### src/hdl/sam_defs.svh
`ifndef SAM_DEFS_SVH
`define SAM_DEFS_SVH

// register byte addresses
`define SAM_ADDR_DATA 8'hc2
`define SAM_ADDR_MASK 8'he7
`define SAM_ADDR_SLV 8'hd7

// reset values
`define SAM_DATA_RST 8'h00
`define SAM_MASK_RST 8'hfe
`define SAM_SLV_RST 8'h00

// field positions
`define SAM_HWACK_BIT 0
`define SAM_GC_BIT 0
`define SAM_ADDR_MSB 7
`define SAM_ADDR_LSB 1

// bit counts
`define SAM_ACK_SLOT 4'h8
`define SAM_BIT_ONE 4'h1

`endif

### src/hdl/sam_pkg.sv
package sam_pkg;

    // byte phase, gray coded along idle, addr, data
    typedef enum logic [1:0]
    {
        sam_idle = 2'b00,
        sam_addr = 2'b01,
        sam_data = 2'b11,
        sam_ignore = 2'b10
    } sam_phase_t;

endpackage

### src/hdl/sam_addr_data_shift.sv
`timescale 1ns/1ns
`include "sam_defs.svh"
module sam_addr_data_shift (
    input wire logic i_core_clk,
    input wire logic i_srst,
    input wire logic [7:0] i_sfr_addr,
    input wire logic i_sfr_wr,
    input wire logic [7:0] i_sfr_wdata,
    output logic [7:0] o_sfr_rdata,
    input wire logic i_smb_enable,
    input wire logic i_byte_done_flag,
    input wire logic i_start_det,
    input wire logic i_stop_det,
    input wire logic i_transmit,
    input wire logic i_arb_lost,
    input wire logic i_sw_ack,
    input wire logic i_scl,
    input wire logic i_sda,
    output logic o_sda,
    output logic o_sda_oe_n,
    output logic o_addr_match,
    output logic o_ack_slot,
    output logic [3:0] o_bit_count
);

    logic [7:0] shift_data_byte;
    logic [7:0] address_mask_register;
    logic [7:0] slave_address_register;
    logic [3:0] bit_cnt;
    logic lost;
    logic tx_low;
    logic ack_window;
    logic addr_match;
    logic [7:0] rdata;
    sam_pkg::sam_phase_t phase;
    sam_pkg::sam_phase_t next_phase;
    logic [1:0] pin_level;
    logic [1:0] pin_rise;
    logic [1:0] pin_fall;

    sam_pin_sync u_sync (
        .i_core_clk(i_core_clk),
        .i_srst(i_srst),
        .i_pin({i_sda, i_scl}),
        .o_level(pin_level),
        .o_rise(pin_rise),
        .o_fall(pin_fall)
    );

    // decode and field selection
    wire sda_s = pin_level[1];
    wire scl_rise = pin_rise[0];
    wire scl_fall = pin_fall[0];
    wire sel_data = i_sfr_addr == `SAM_ADDR_DATA;
    wire sel_mask = i_sfr_addr == `SAM_ADDR_MASK;
    wire sel_slv = i_sfr_addr == `SAM_ADDR_SLV;
    wire data_open = i_byte_done_flag | ~i_smb_enable;
    wire data_wr = i_sfr_wr & sel_data & data_open;
    wire [6:0] addr_compare_mask =
        address_mask_register[`SAM_ADDR_MSB:`SAM_ADDR_LSB];
    wire hw_ack_enable = address_mask_register[`SAM_HWACK_BIT];
    wire [6:0] own_slave_address =
        slave_address_register[`SAM_ADDR_MSB:`SAM_ADDR_LSB];
    wire general_call_enable = slave_address_register[`SAM_GC_BIT];
    wire [6:0] rx_addr = shift_data_byte[`SAM_ADDR_MSB:`SAM_ADDR_LSB];
    wire mask_hit =
        ~|((rx_addr ^ own_slave_address) & addr_compare_mask);
    wire gc_hit = general_call_enable & ~|rx_addr;
    wire at_slot = bit_cnt == `SAM_ACK_SLOT;
    wire in_byte = phase == sam_pkg::sam_addr | phase == sam_pkg::sam_data;
    wire tx_en = i_transmit & ~lost & ~i_arb_lost;
    // stop shifting the register while the byte-done flag is up; a software write still loads it
    wire shift_en = i_smb_enable & ~i_byte_done_flag & scl_rise
        & in_byte & ~at_slot;
    wire hw_ack_val = phase == sam_pkg::sam_addr ? addr_match
        : (phase == sam_pkg::sam_data & i_sw_ack);
    wire sw_ack_val = i_sw_ack & in_byte;
    wire ack_val = ~i_transmit & (hw_ack_enable ? hw_ack_val : sw_ack_val);
    wire [7:0] next_rdata = sel_data ? shift_data_byte
        : sel_mask ? address_mask_register
        : sel_slv ? slave_address_register : 8'h00;

    // byte phase
    always_comb
    begin
        next_phase = phase;
        case (phase)
            sam_pkg::sam_idle:
                next_phase = phase;
            sam_pkg::sam_addr:
                if (scl_rise & at_slot)
                begin
                    next_phase = (addr_match | i_transmit | lost)
                        ? sam_pkg::sam_data : sam_pkg::sam_ignore;
                end
            sam_pkg::sam_data:
                next_phase = phase;
            sam_pkg::sam_ignore:
                next_phase = phase;
            default:
                next_phase = sam_pkg::sam_idle;
        endcase
        if (i_start_det)
        begin
            next_phase = sam_pkg::sam_addr;
        end
        else if (i_stop_det | ~i_smb_enable)
        begin
            next_phase = sam_pkg::sam_idle;
        end
    end

    always_ff @(posedge i_core_clk)
    begin
        if (i_srst)
        begin
            phase <= sam_pkg::sam_idle;
        end
        else
        begin
            phase <= next_phase;
        end
    end

    // config registers
    always_ff @(posedge i_core_clk)
    begin
        if (i_srst)
        begin
            address_mask_register <= `SAM_MASK_RST;
            slave_address_register <= `SAM_SLV_RST;
        end
        else
        begin
            if (i_sfr_wr & sel_mask)
            begin
                address_mask_register <= i_sfr_wdata;
            end
            if (i_sfr_wr & sel_slv)
            begin
                slave_address_register <= i_sfr_wdata;
            end
        end
    end

    // shift register, msb out, bus sampled in at lsb
    always_ff @(posedge i_core_clk)
    begin
        if (i_srst)
        begin
            shift_data_byte <= `SAM_DATA_RST;
        end
        else if (data_wr)
        begin
            shift_data_byte <= i_sfr_wdata;
        end
        else if (shift_en)
        begin
            shift_data_byte <= {shift_data_byte[6:0], sda_s};
        end
    end

    // bit counter, 8 is the acknowledge slot
    always_ff @(posedge i_core_clk)
    begin
        if (i_srst | i_start_det | i_stop_det)
        begin
            bit_cnt <= 4'h0;
        end
        else if (scl_rise & phase != sam_pkg::sam_idle)
        begin
            bit_cnt <= at_slot ? 4'h0 : 4'(bit_cnt + `SAM_BIT_ONE);
        end
    end

    // address match captured at the slot
    always_ff @(posedge i_core_clk)
    begin
        if (i_srst | i_start_det)
        begin
            addr_match <= 1'b0;
        end
        else if (phase == sam_pkg::sam_addr & at_slot)
        begin
            addr_match <= mask_hit | gc_hit;
        end
    end

    // lost arbitration latch until next start or stop
    always_ff @(posedge i_core_clk)
    begin
        if (i_srst | i_start_det | i_stop_det)
        begin
            lost <= 1'b0;
        end
        else if (i_arb_lost)
        begin
            lost <= 1'b1;
        end
    end

    // data bit drive changes after scl falls; lost arbitration or stop releases it at once
    always_ff @(posedge i_core_clk)
    begin
        if (i_srst | i_arb_lost | i_stop_det)
        begin
            tx_low <= 1'b0;
        end
        else if (scl_fall)
        begin
            tx_low <= ~at_slot & in_byte & tx_en
                & ~shift_data_byte[7];
        end
    end

    // acknowledge window from the fall after the eighth rise to the ninth rise
    always_ff @(posedge i_core_clk)
    begin
        if (i_srst | i_start_det | i_stop_det | scl_rise)
        begin
            ack_window <= 1'b0;
        end
        else if (scl_fall & at_slot)
        begin
            ack_window <= 1'b1;
        end
    end

    always_ff @(posedge i_core_clk)
    begin
        if (i_srst)
        begin
            o_sda_oe_n <= 1'b1;
            rdata <= 8'h00;
        end
        else
        begin
            o_sda_oe_n <= ~(tx_low | (ack_window & ack_val));
            rdata <= next_rdata;
        end
    end

    assign o_sda = 1'b0;
    assign o_sfr_rdata = rdata;
    assign o_addr_match = addr_match;
    assign o_ack_slot = ack_window;
    assign o_bit_count = bit_cnt;
endmodule

### src/hdl/sam_pin_sync.sv
`timescale 1ns/1ns
module sam_pin_sync (
    input wire logic i_core_clk,
    input wire logic i_srst,
    input wire logic [1:0] i_pin,
    output logic [1:0] o_level,
    output logic [1:0] o_rise,
    output logic [1:0] o_fall
);

    logic [1:0] meta;
    logic [1:0] sync;
    logic [1:0] prev;

    genvar g;
    generate
        for (g = 0; g < 2; g = g + 1)
        begin : g_pin
            always_ff @(posedge i_core_clk)
            begin
                if (i_srst)
                begin
                    meta[g] <= 1'b1;
                    sync[g] <= 1'b1;
                    prev[g] <= 1'b1;
                end
                else
                begin
                    meta[g] <= i_pin[g];
                    sync[g] <= meta[g];
                    prev[g] <= sync[g];
                end
            end
            assign o_rise[g] = sync[g] & ~prev[g];
            assign o_fall[g] = ~sync[g] & prev[g];
        end
    endgenerate

    assign o_level = sync;

endmodule

### config.mk
export PLATFORM = sky130hd
export DESIGN_NAME = sam_addr_data_shift
export DESIGN_NICKNAME = d
export VERILOG_FILES = /design/src/hdl/sam_pkg.sv /design/src/hdl/sam_addr_data_shift.sv /design/src/hdl/sam_pin_sync.sv
export VERILOG_INCLUDE_DIRS = /design/src /design/src/hdl
export SDC_FILE = /design/constraint.sdc
export NUM_CORES = 1
export LEC_CHECK = 0
export BUFFER_PORTS_ARGS = -buffer_cell sky130_fd_sc_hd__buf_2
export CAP_MARGIN = 20
export CORE_MARGIN = 4
export CORE_UTILIZATION = 49
export CTS_CLUSTER_DIAMETER = 200
export CTS_CLUSTER_SIZE = 8
export DETAILED_ROUTE_END_ITERATION = 10
export GPL_TIMING_DRIVEN = 0
export PLACE_DENSITY_LB_ADDON = 0.25
export SKIP_LAST_GASP = 1
export SLEW_MARGIN = 20
export SYNTH_ARGS = -nofsm -noshare
export SYNTH_HDL_FRONTEND = slang
export SYNTH_HIERARCHICAL = 1
export SYNTH_SLANG_ARGS = --single-unit
### constraint.sdc
create_clock -name i_core_clk -period 1.8 [get_ports i_core_clk]
set_input_delay 0.09 -clock i_core_clk [delete_from_list [all_inputs] [get_ports i_core_clk]]
set_output_delay 0.09 -clock i_core_clk [all_outputs]
set_load 0.02 [all_outputs]
# --- After elaboration in Yosys (flattened, before gate mapping) ---
# Cells that the tools add are included.
word_totals:
  reg_bits: 48
  out_inout_bits: 16
  wordCells: 101
op_classes:
  add_sub_neg: 1
  eq_ne: 10
  muxes: 13
  bitwise_logic: 49
  reduce_logical: 11
ops:
  columns: ["op", "count"]
  rows:
  - ["2-to-1 mux 8 bit", 5]
  - ["AND 1 bit", 24]
  - ["equality test 8 bit (second input constant)", 3]
  - ["OR reduction 7 bit", 2]
  - ["OR 1 bit", 12]
  - ["NOT 1 bit", 11]
  - ["AND 7 bit", 1]
  - ["XOR 7 bit", 1]
  - ["OR reduction 3 bit", 2]
  - ["2-to-1 mux 1 bit", 5]
  - ["adder 4 x 1 -> 4 bit (second input constant)", 1]
  - ["equality test 2 bit (second input constant)", 2]
  - ["equality test 4 bit (second input constant)", 1]
  - ["2-to-1 mux 2 bit", 2]
  - ["2-to-1 mux 4 bit", 1]
  - ["inequality test 4 x 2 -> 1 bit (second input constant)", 1]
  - ["AND reduction 2 bit", 2]
  - ["nonzero test 2 bit", 2]
  - ["inequality test 3 x 1 -> 1 bit (second input constant)", 1]
  - ["equality test 2 x 1 -> 1 bit (second input constant)", 1]
  - ["zero test 1 bit", 2]
  - ["zero test 2 bit", 1]
  - ["inequality test 2 x 1 -> 1 bit (second input constant)", 1]

# --- Logic depth before layout (Yosys ltp) ---
# Gate-level depths: netlist of run 1.
depth:
  depth_word: 8
  ltp_mapped: 7
  mapped_depth_nobuf: 6

# --- Cells and area by module ---
# The synthesis of run 1 kept the hierarchy.
modules_own_cells:
  columns: ["module", "n_inst", "cells_each", "area_per_inst_um2"]
  rows:
  - ["sam_addr_data_shift", 1, 214, 1986.9]
  - ["sam_pin_sync", 1, 16, 182.7]

# --- Worst setup path after synthesis of run 1 ---
# Ideal clock, no wire load.
synth_timing:
  kind: "flip-flop to flip-flop"
  start: "register bit_cnt[0], in the netlist o_bit_count[0]"
  end: "register shift_data_byte[1]"
  arrival_time_ns: 1.747
  t_required_ns: 1.671
  setup_slack_ns: -0.077
  path_stages_with_launch: 8
  n_path_buf: 1
  synth_period_minus_slack_ns: 1.877
  cell_sequence: "dfxtp_1 > inv_1 > ha_1 > and3b_1 > buf_2 > nor3_4 > mux2i_1 > a21oi_1"
synth_between:
  elab_chain_len: 4
synth_rtl:
  columns: ["element", "line", "rtl"]
  rows:
  - ["start: declaration", "sam_addr_data_shift.sv:29", "logic [3:0] bit_cnt;"]
  - ["start signal: assignment", "sam_addr_data_shift.sv:172", "bit_cnt <= at_slot ? 4'h0 : 4'(bit_cnt + `SAM_BIT_ONE);"]
  - ["equality test 4 bit (no line)", null, null]
  - ["NOT 1 bit", "sam_addr_data_shift.sv:74", "& in_byte & ~at_slot;"]
  - ["AND 1 bit", "sam_addr_data_shift.sv:74", null]
  - ["nonzero test 2 bit (no line)", null, null]
  - ["end signal: assignment", "sam_addr_data_shift.sv:151", "shift_data_byte <= `SAM_DATA_RST;"]
  - ["end signal: assignment", "sam_addr_data_shift.sv:155", "shift_data_byte <= i_sfr_wdata;"]
  - ["end signal: assignment", "sam_addr_data_shift.sv:159", "shift_data_byte <= {shift_data_byte[6:0], sda_s};"]
  - ["end: declaration", "sam_addr_data_shift.sv:26", "logic [7:0] shift_data_byte;"]
# No other way between the ends.
# A chain may end at the register's enable or synchronous reset.

# --- Worst setup path in the final report of run 1 ---
# Same ends and word-level chain as after synthesis.

==> results of run 1 <==
-- report_power, final --
| part | switching, mW | total, mW | internal (mW) |
|---|---|---|---|
| registers | 0.00549 | 1.07 | 1.07 |
| clock network | 0.358 | 0.770 | 0.413 |
| logic | 0.0676 | 0.119 | 0.0515 |
-- placed cells by master, fill, tap and decap left out, types with 3 or more instances in the layout --
cell type / n
a21oi_1: 18
a221oi_1: 5
buf_2: 44
clkbuf_1: 5
clkbuf_8: 5
dfxtp_1: 46
dlygate4sd3_1: 4
inv_1: 6
mux2i_1: 26
nand2_1: 14
nand2b_1: 3
nand3_1: 3
nand4b_1: 3
nor2_1: 23
nor2b_1: 3
nor3_1: 10
o21ai_0: 3
o21ai_1: 13
or2_1: 5
xor2_1: 7
-- worst max-delay path by stage --
stage	from	endpoint	slack [ns]
finish	o_bit_count[0]$_SDFFE_PP0P_	shift_data_byte[1]$_SDFFE_PP0P_	0.17
global placement	o_bit_count[1]$_SDFFE_PP0P_	shift_data_byte[1]$_SDFFE_PP0P_	-0.01
CTS	o_bit_count[1]$_SDFFE_PP0P_	shift_data_byte[0]$_SDFFE_PP0P_	0.07
floorplan	o_bit_count[1]$_SDFFE_PP0P_	shift_data_byte[1]$_SDFFE_PP0P_	0.03
detailed placement	o_bit_count[1]$_SDFFE_PP0P_	shift_data_byte[3]$_SDFFE_PP0P_	-0.02
global route	u_sync/o_level[0]$_SDFF_PP1_	shift_data_byte[5]$_SDFFE_PP0P_	0.03
-- what timing repair did --
| action | 4_1_cts | 5_1_grt |
|---|---|---|
| setup buffers | 1 | 0 |
| resized for setup | 0 | 2 |
| endpoints found under the hold margin | 4 | 0 |
| hold buffers | 4 | 0 |
| setup endpoints to repair | 8 | 8 |
| pin swaps | 1 | 1 |
-- metrics by stage --
step,std cells,setup WS (ns),cell area (um2),hold slack [ns]
floorplan,226,0.0285,2130,0.166
global placement,318,-0.0117,2400,0.268
detailed placement,318,-0.0205,2400,0.275
CTS,331,0.0676,2570,0.0250
global route,331,0.0260,2580,0.0335
finish,331,0.168,2580,0.0250
-- layout make-up --
cell class / count / share of cell area, %
clock buffer: 6 / 2.82
tap: 50 / 2.43
timing repair buffer: 47 / 10.5
buffer: 7 / 1.26
clock inverter: 2 / 1.36
inverter: 7 / 1.02
multi-input combinational: 164 / 43.1
sequential: 48 / 37.5
-- registers in the layout, summed over array words and instances (netlist names) --
name	flops
o_sda_oe_n	1
u_sync/prev	1
u_sync/o_level	2
o_ack_slot	1
u_sync/meta	2
slave_address_register	8
phase	2
shift_data_byte	8
tx_low	1
address_mask_register	8
lost	1
o_addr_match	1
o_bit_count	4
o_sfr_rdata	8
-- worst max-delay path: cells and delay by family, from the launching register on --
kind | cells | cell delay [ns]
buffers and inverters | 3 | 0.37
adders and majority gates | 1 | 0.18
and+or+nand+nor | 2 | 0.32
muxes | 1 | 0.19
DFF | 1 | 0.38
AOI/OAI and AO/OA | 1 | 0.08
-- per-layer routing --
metal | vias to the layer above | wire [um] | GRT usage (%)
met5 | - | 0 | 0
met4 | 0 | 63 | 5.43
met3 | 7 | 375 | 5.68
met2 | 64 | 2240 | 30.4
met1 | 854 | 2340 | 28.2
li1 | 917 | - | -
==> impl_metrics.tcl, run 1 <==
set metrics [dict create \
    outcome "finished, final reports clean" \
    fmax_ghz 0.613 \
    dpl.hpwl_um 3570 \
    power_mw 1.96 \
    maxCapViolCount 0 \
    finalSetupViolations 0 \
    drt-total-wl_um 5010 \
    holdPathStages 2 \
    crit_slowest_cell "dfxtp_4" \
    cts_tree "yes" \
    drc_errors 0 \
    path_clk_slew_ns 0.09 \
    core_area_um2 4120 \
    antenna_found_initial 0 \
    cp-end-kind "register" \
    rsz0062_at_grt "false" \
    max_stage_delay_ns 0.38 \
    leakagePower_nw 1.03 \
    tns_ns 0 \
    synth_warnings 6 \
    crit_chain "inv_1, ha_1, and3b_1, buf_2, nor3_4, buf_12, mux2i_1, a21oi_1" \
    grtUsageTotal_pct 20.1 \
    io_pins 44 \
    wire_per_inst_um 15.1 \
    grt_overflow 0 \
    antenna_cells 0 \
    firstDrtPassIters 4 \
    viasPerCell 5.56 \
    hold_class "in -> reg" \
    rr_startpoint "o_bit_count[0]$_SDFFE_PP0P_" \
    numPortBuffers 42 \
    holdCritStartpoint "i_srst" \
    ctsLongestPathBuffers 2 \
    final.setup_skew_ns 0.00622 \
    cp.required_ns 1.98 \
    finalCriticalPeriod_ns 1.63 \
    die_w_um 73.9 \
    rr_worst_depth 8 \
    clk_latency_ns 0.30 \
    r2r_slack_ns 0.17 \
    power_density_nw_per_um2 762 \
    hold_viol_final 0 \
    nets 310 \
    avgSynthCellArea_um2 9.43 \
    clkSinkCount 48 \
    rows 23 \
    initial_core_util_pct 51.8 \
    grt_pass1_wl_um 8310 \
    syn-cell-area_um2 2130 \
    drt_iter0_drc 177 \
    die-area_um2 5470 \
    place_congestion 0.945 \
    worst-endpoint-arrival_ns 1.81 \
    fp.dieH_um 73.9 \
    crit_type "reg -> reg" \
    worstReg2RegEnd "shift_data_byte[1]$_SDFFE_PP0P_" \
    worst_ir_drop_vdd_mv 0.367 \
    cp-start-kind "register" \
    postRouteAntennaNets 0 \
    ff_latch_area_um2 966 \
    timing.final.crit_share_pct 90.7 \
    cp_max_fo 9 \
    slew_headroom_pct 41.0 \
    worst_pin_slew_ns 0.878 \
    utilization_pct 62.6 \
    ctsRootBufferMaster "clkbuf_8" \
    drive_gt1_share_pct 21.7 \
    hold_end "u_sync/prev[0]$_SDFF_PP1_" \
    netlist_instances 226 \
    multiInputGateArea_um2 1110 \
    area_growth_pct 20.9 \
    syn_nets 256 \
    final_max_slew_viol_count 0 \
    cts_made_buffers 5 \
    h-tree-depth 2 \
    grt_start_max_net_pins 15 \
    grt_pass1_vias 1699 \
    vias 1842 \
    num-fill-cells 380 \
]
Power figures use the tool's default switching activity.
==> run 2: changes to the inputs <==
--- a/config.mk
+++ b/config.mk
@@ -6,6 +6,7 @@
 export SDC_FILE = /design/constraint.sdc
 export NUM_CORES = 1
 export LEC_CHECK = 0
+export ABC_CLOCK_PERIOD_IN_PS = 1450
 export BUFFER_PORTS_ARGS = -buffer_cell sky130_fd_sc_hd__buf_2
 export CAP_MARGIN = 20
 export CORE_MARGIN = 4
==> constraint.sdc (replaced) <==
create_clock -name i_core_clk -period 1.45 [get_ports i_core_clk]
set_input_delay 0.0725 -clock i_core_clk [delete_from_list [all_inputs] [get_ports i_core_clk]]
set_output_delay 0.0725 -clock i_core_clk [all_outputs]
set_load 0.02 [all_outputs]
==> impl_metrics.tcl, run 2 (same netlist as run 1, synthesis figures left out) <==
set metrics [dict create \
    grtUsageTotal_pct 20.1 \
    grt_start_max_net_pins 15 \
    grt_pass1_wl_um 8380 \
    layout_commonest_cell "dfxtp_1" \
    drc_errors 0 \
    io_pins 44 \
    clk_latency_ns 0.30 \
    numPortBuffers 42 \
    power_density_nw_per_um2 941 \
    cts_tree "yes" \
    drt-total-wl_um 5070 \
    power_frac_seq_pct 52.8 \
    rows 23 \
    mostFrequentLayoutCells "dfxtp_1, buf_2, mux2i_1, nor2_1, a21oi_1" \
    initial_core_util_pct 51.8 \
    tns_ns -0.725 \
    hold_ws_ns 0.0121 \
    cp-end-kind "register" \
    drt_iter0_drc 167 \
    postRouteAntennaNets 0 \
    p_sw_mw 0.524 \
    worst_pin_slew_ns 0.815 \
    pwr-share-clk_pct 41.2 \
    ctsLongestPathBuffers 2 \
    area_growth_pct 25.7 \
    final_cell_area_um2 2680 \
    crit_type "reg -> reg" \
    fmax_ghz 0.641 \
    slew_headroom_pct 45.3 \
    antenna_found_initial 0 \
    drive_gt1_share_pct 26.5 \
    die_w_um 73.9 \
    cp.required_ns 1.63 \
    hold_class "in -> reg" \
    cp_max_fo 8 \
    viasPerCell 5.68 \
    core_area_um2 4120 \
    antenna_cells 0 \
    worst_ir_drop_vdd_mv 0.582 \
    ctsRootBufferMaster "clkbuf_8" \
    fin_ws_ns -0.109 \
    final.setup_skew_ns 0.00760 \
    timing.final.crit_share_pct 108 \
    finalCriticalPeriod_ns 1.56 \
    fin_cells 337 \
    p_comb_share_pct 6.0 \
    swShare_pct 20.8 \
    maxCapViolCount 0 \
    violations "negative setup slack" \
    place_congestion 0.826 \
    fp.dieH_um 73.9 \
    dp_cells 318 \
    r2r_slack_ns -0.11 \
    grt_overflow 0 \
    outcome "finished, violations left" \
    cp-start-kind "register" \
    h-tree-depth 2 \
    firstDrtPassIters 4 \
    cts_made_buffers 5 \
    utilization_pct 65.1 \
    dpl.hpwl_um 3490 \
    finalSetupViolations 10 \
    die-area_um2 5470 \
    p_int_mw 2.00 \
    grt_pass1_vias 1778 \
    vias 1915 \
    hold_viol_final 0 \
    wire_per_inst_um 15.0 \
    final_max_slew_viol_count 0 \
    dpl-instance-area_um2 2420 \
    rsz0062_at_grt "true" \
    path_clk_slew_ns 0.08 \
    worst-endpoint-arrival_ns 1.74 \
    clkSinkCount 48 \
    nets 316 \
    leakagePower_nw 1.09 \
]
## run 2: changes by cell type in the layout (fill, tap and decap cells not counted), sizes merged
cell	previous run	this run
clkbuf	10	11
clkinv	2	1
buf	46	52
## run 2: per-stage QoR
| step | power [mW] | worst slack, ns |
|---|---|---|
| floorplan | 1.42 | -0.163 |
| global placement | 1.50 | -0.275 |
| detailed placement | 1.50 | -0.283 |
| CTS | 2.53 | -0.147 |
| global route | 2.60 | -0.196 |
| finish | 2.52 | -0.109 |
## run 2: layer usage
layer | GRT usage (%) | share of wire, % | wire length (um)
met2 | 30.5 | 45 | 2290
met1 | 27.3 | 44 | 2230
met3 | 4.73 | 8.9 | 449
met4 | 8.65 | 2.0 | 100
met5 | 0 | 0 | 0
## run 2: area by class of cell
class | count | area [um2]
Tap cell | 50 | 62.6
Buffer | 7 | 38.8
Multi-Input combinational cell | 164 | 1140
Sequential cell | 48 | 968
Clock inverter | 1 | 30.0
Clock buffer | 7 | 96.3
Inverter | 7 | 26.3
Fill cell | 339 | 1440
Timing Repair Buffer | 53 | 315
## run 2: final timing paths
path                               startpoint                               to  depth (start not counted)
setup / recovery  o_bit_count[1]$_SDFFE_PP0P_  shift_data_byte[0]$_SDFFE_PP0P_                          8
hold / removal                         i_srst        u_sync/meta[0]$_SDFF_PP1_                          2
hold reg to reg     u_sync/meta[1]$_SDFF_PP1_     u_sync/o_level[1]$_SDFF_PP1_                          1
setup reg to reg  o_bit_count[1]$_SDFFE_PP0P_  shift_data_byte[0]$_SDFFE_PP0P_                          8
## run 2: worst max-delay path, stage by stage (launching register included)
cell	delay (ns)
dfxtp_4	0.35
inv_2	0.03
ha_2	0.15
and3b_1	0.16
buf_6	0.14
nor3_4	0.16
buf_12	0.16
mux2i_1	0.20
a21oi_1	0.08
## run 2: what timing repair did
item / CTS / global route
hold buffers: 4 / 0
resized for setup: 1 / 5
hold endpoints to repair: 4 / 0
setup endpoints to repair: 11 / 13
buffers inserted: 5 / 2
pin swaps: 4 / 4
## run 2: power groups by stage
stage	registers [mW]	logic (mW)	clock network, mW
finish	1.33	0.152	1.04
global route	1.33	0.169	1.10
CTS	1.33	0.148	1.05
detailed placement	1.36	0.139	0
global placement	1.36	0.138	0
floorplan	1.36	0.0643	0
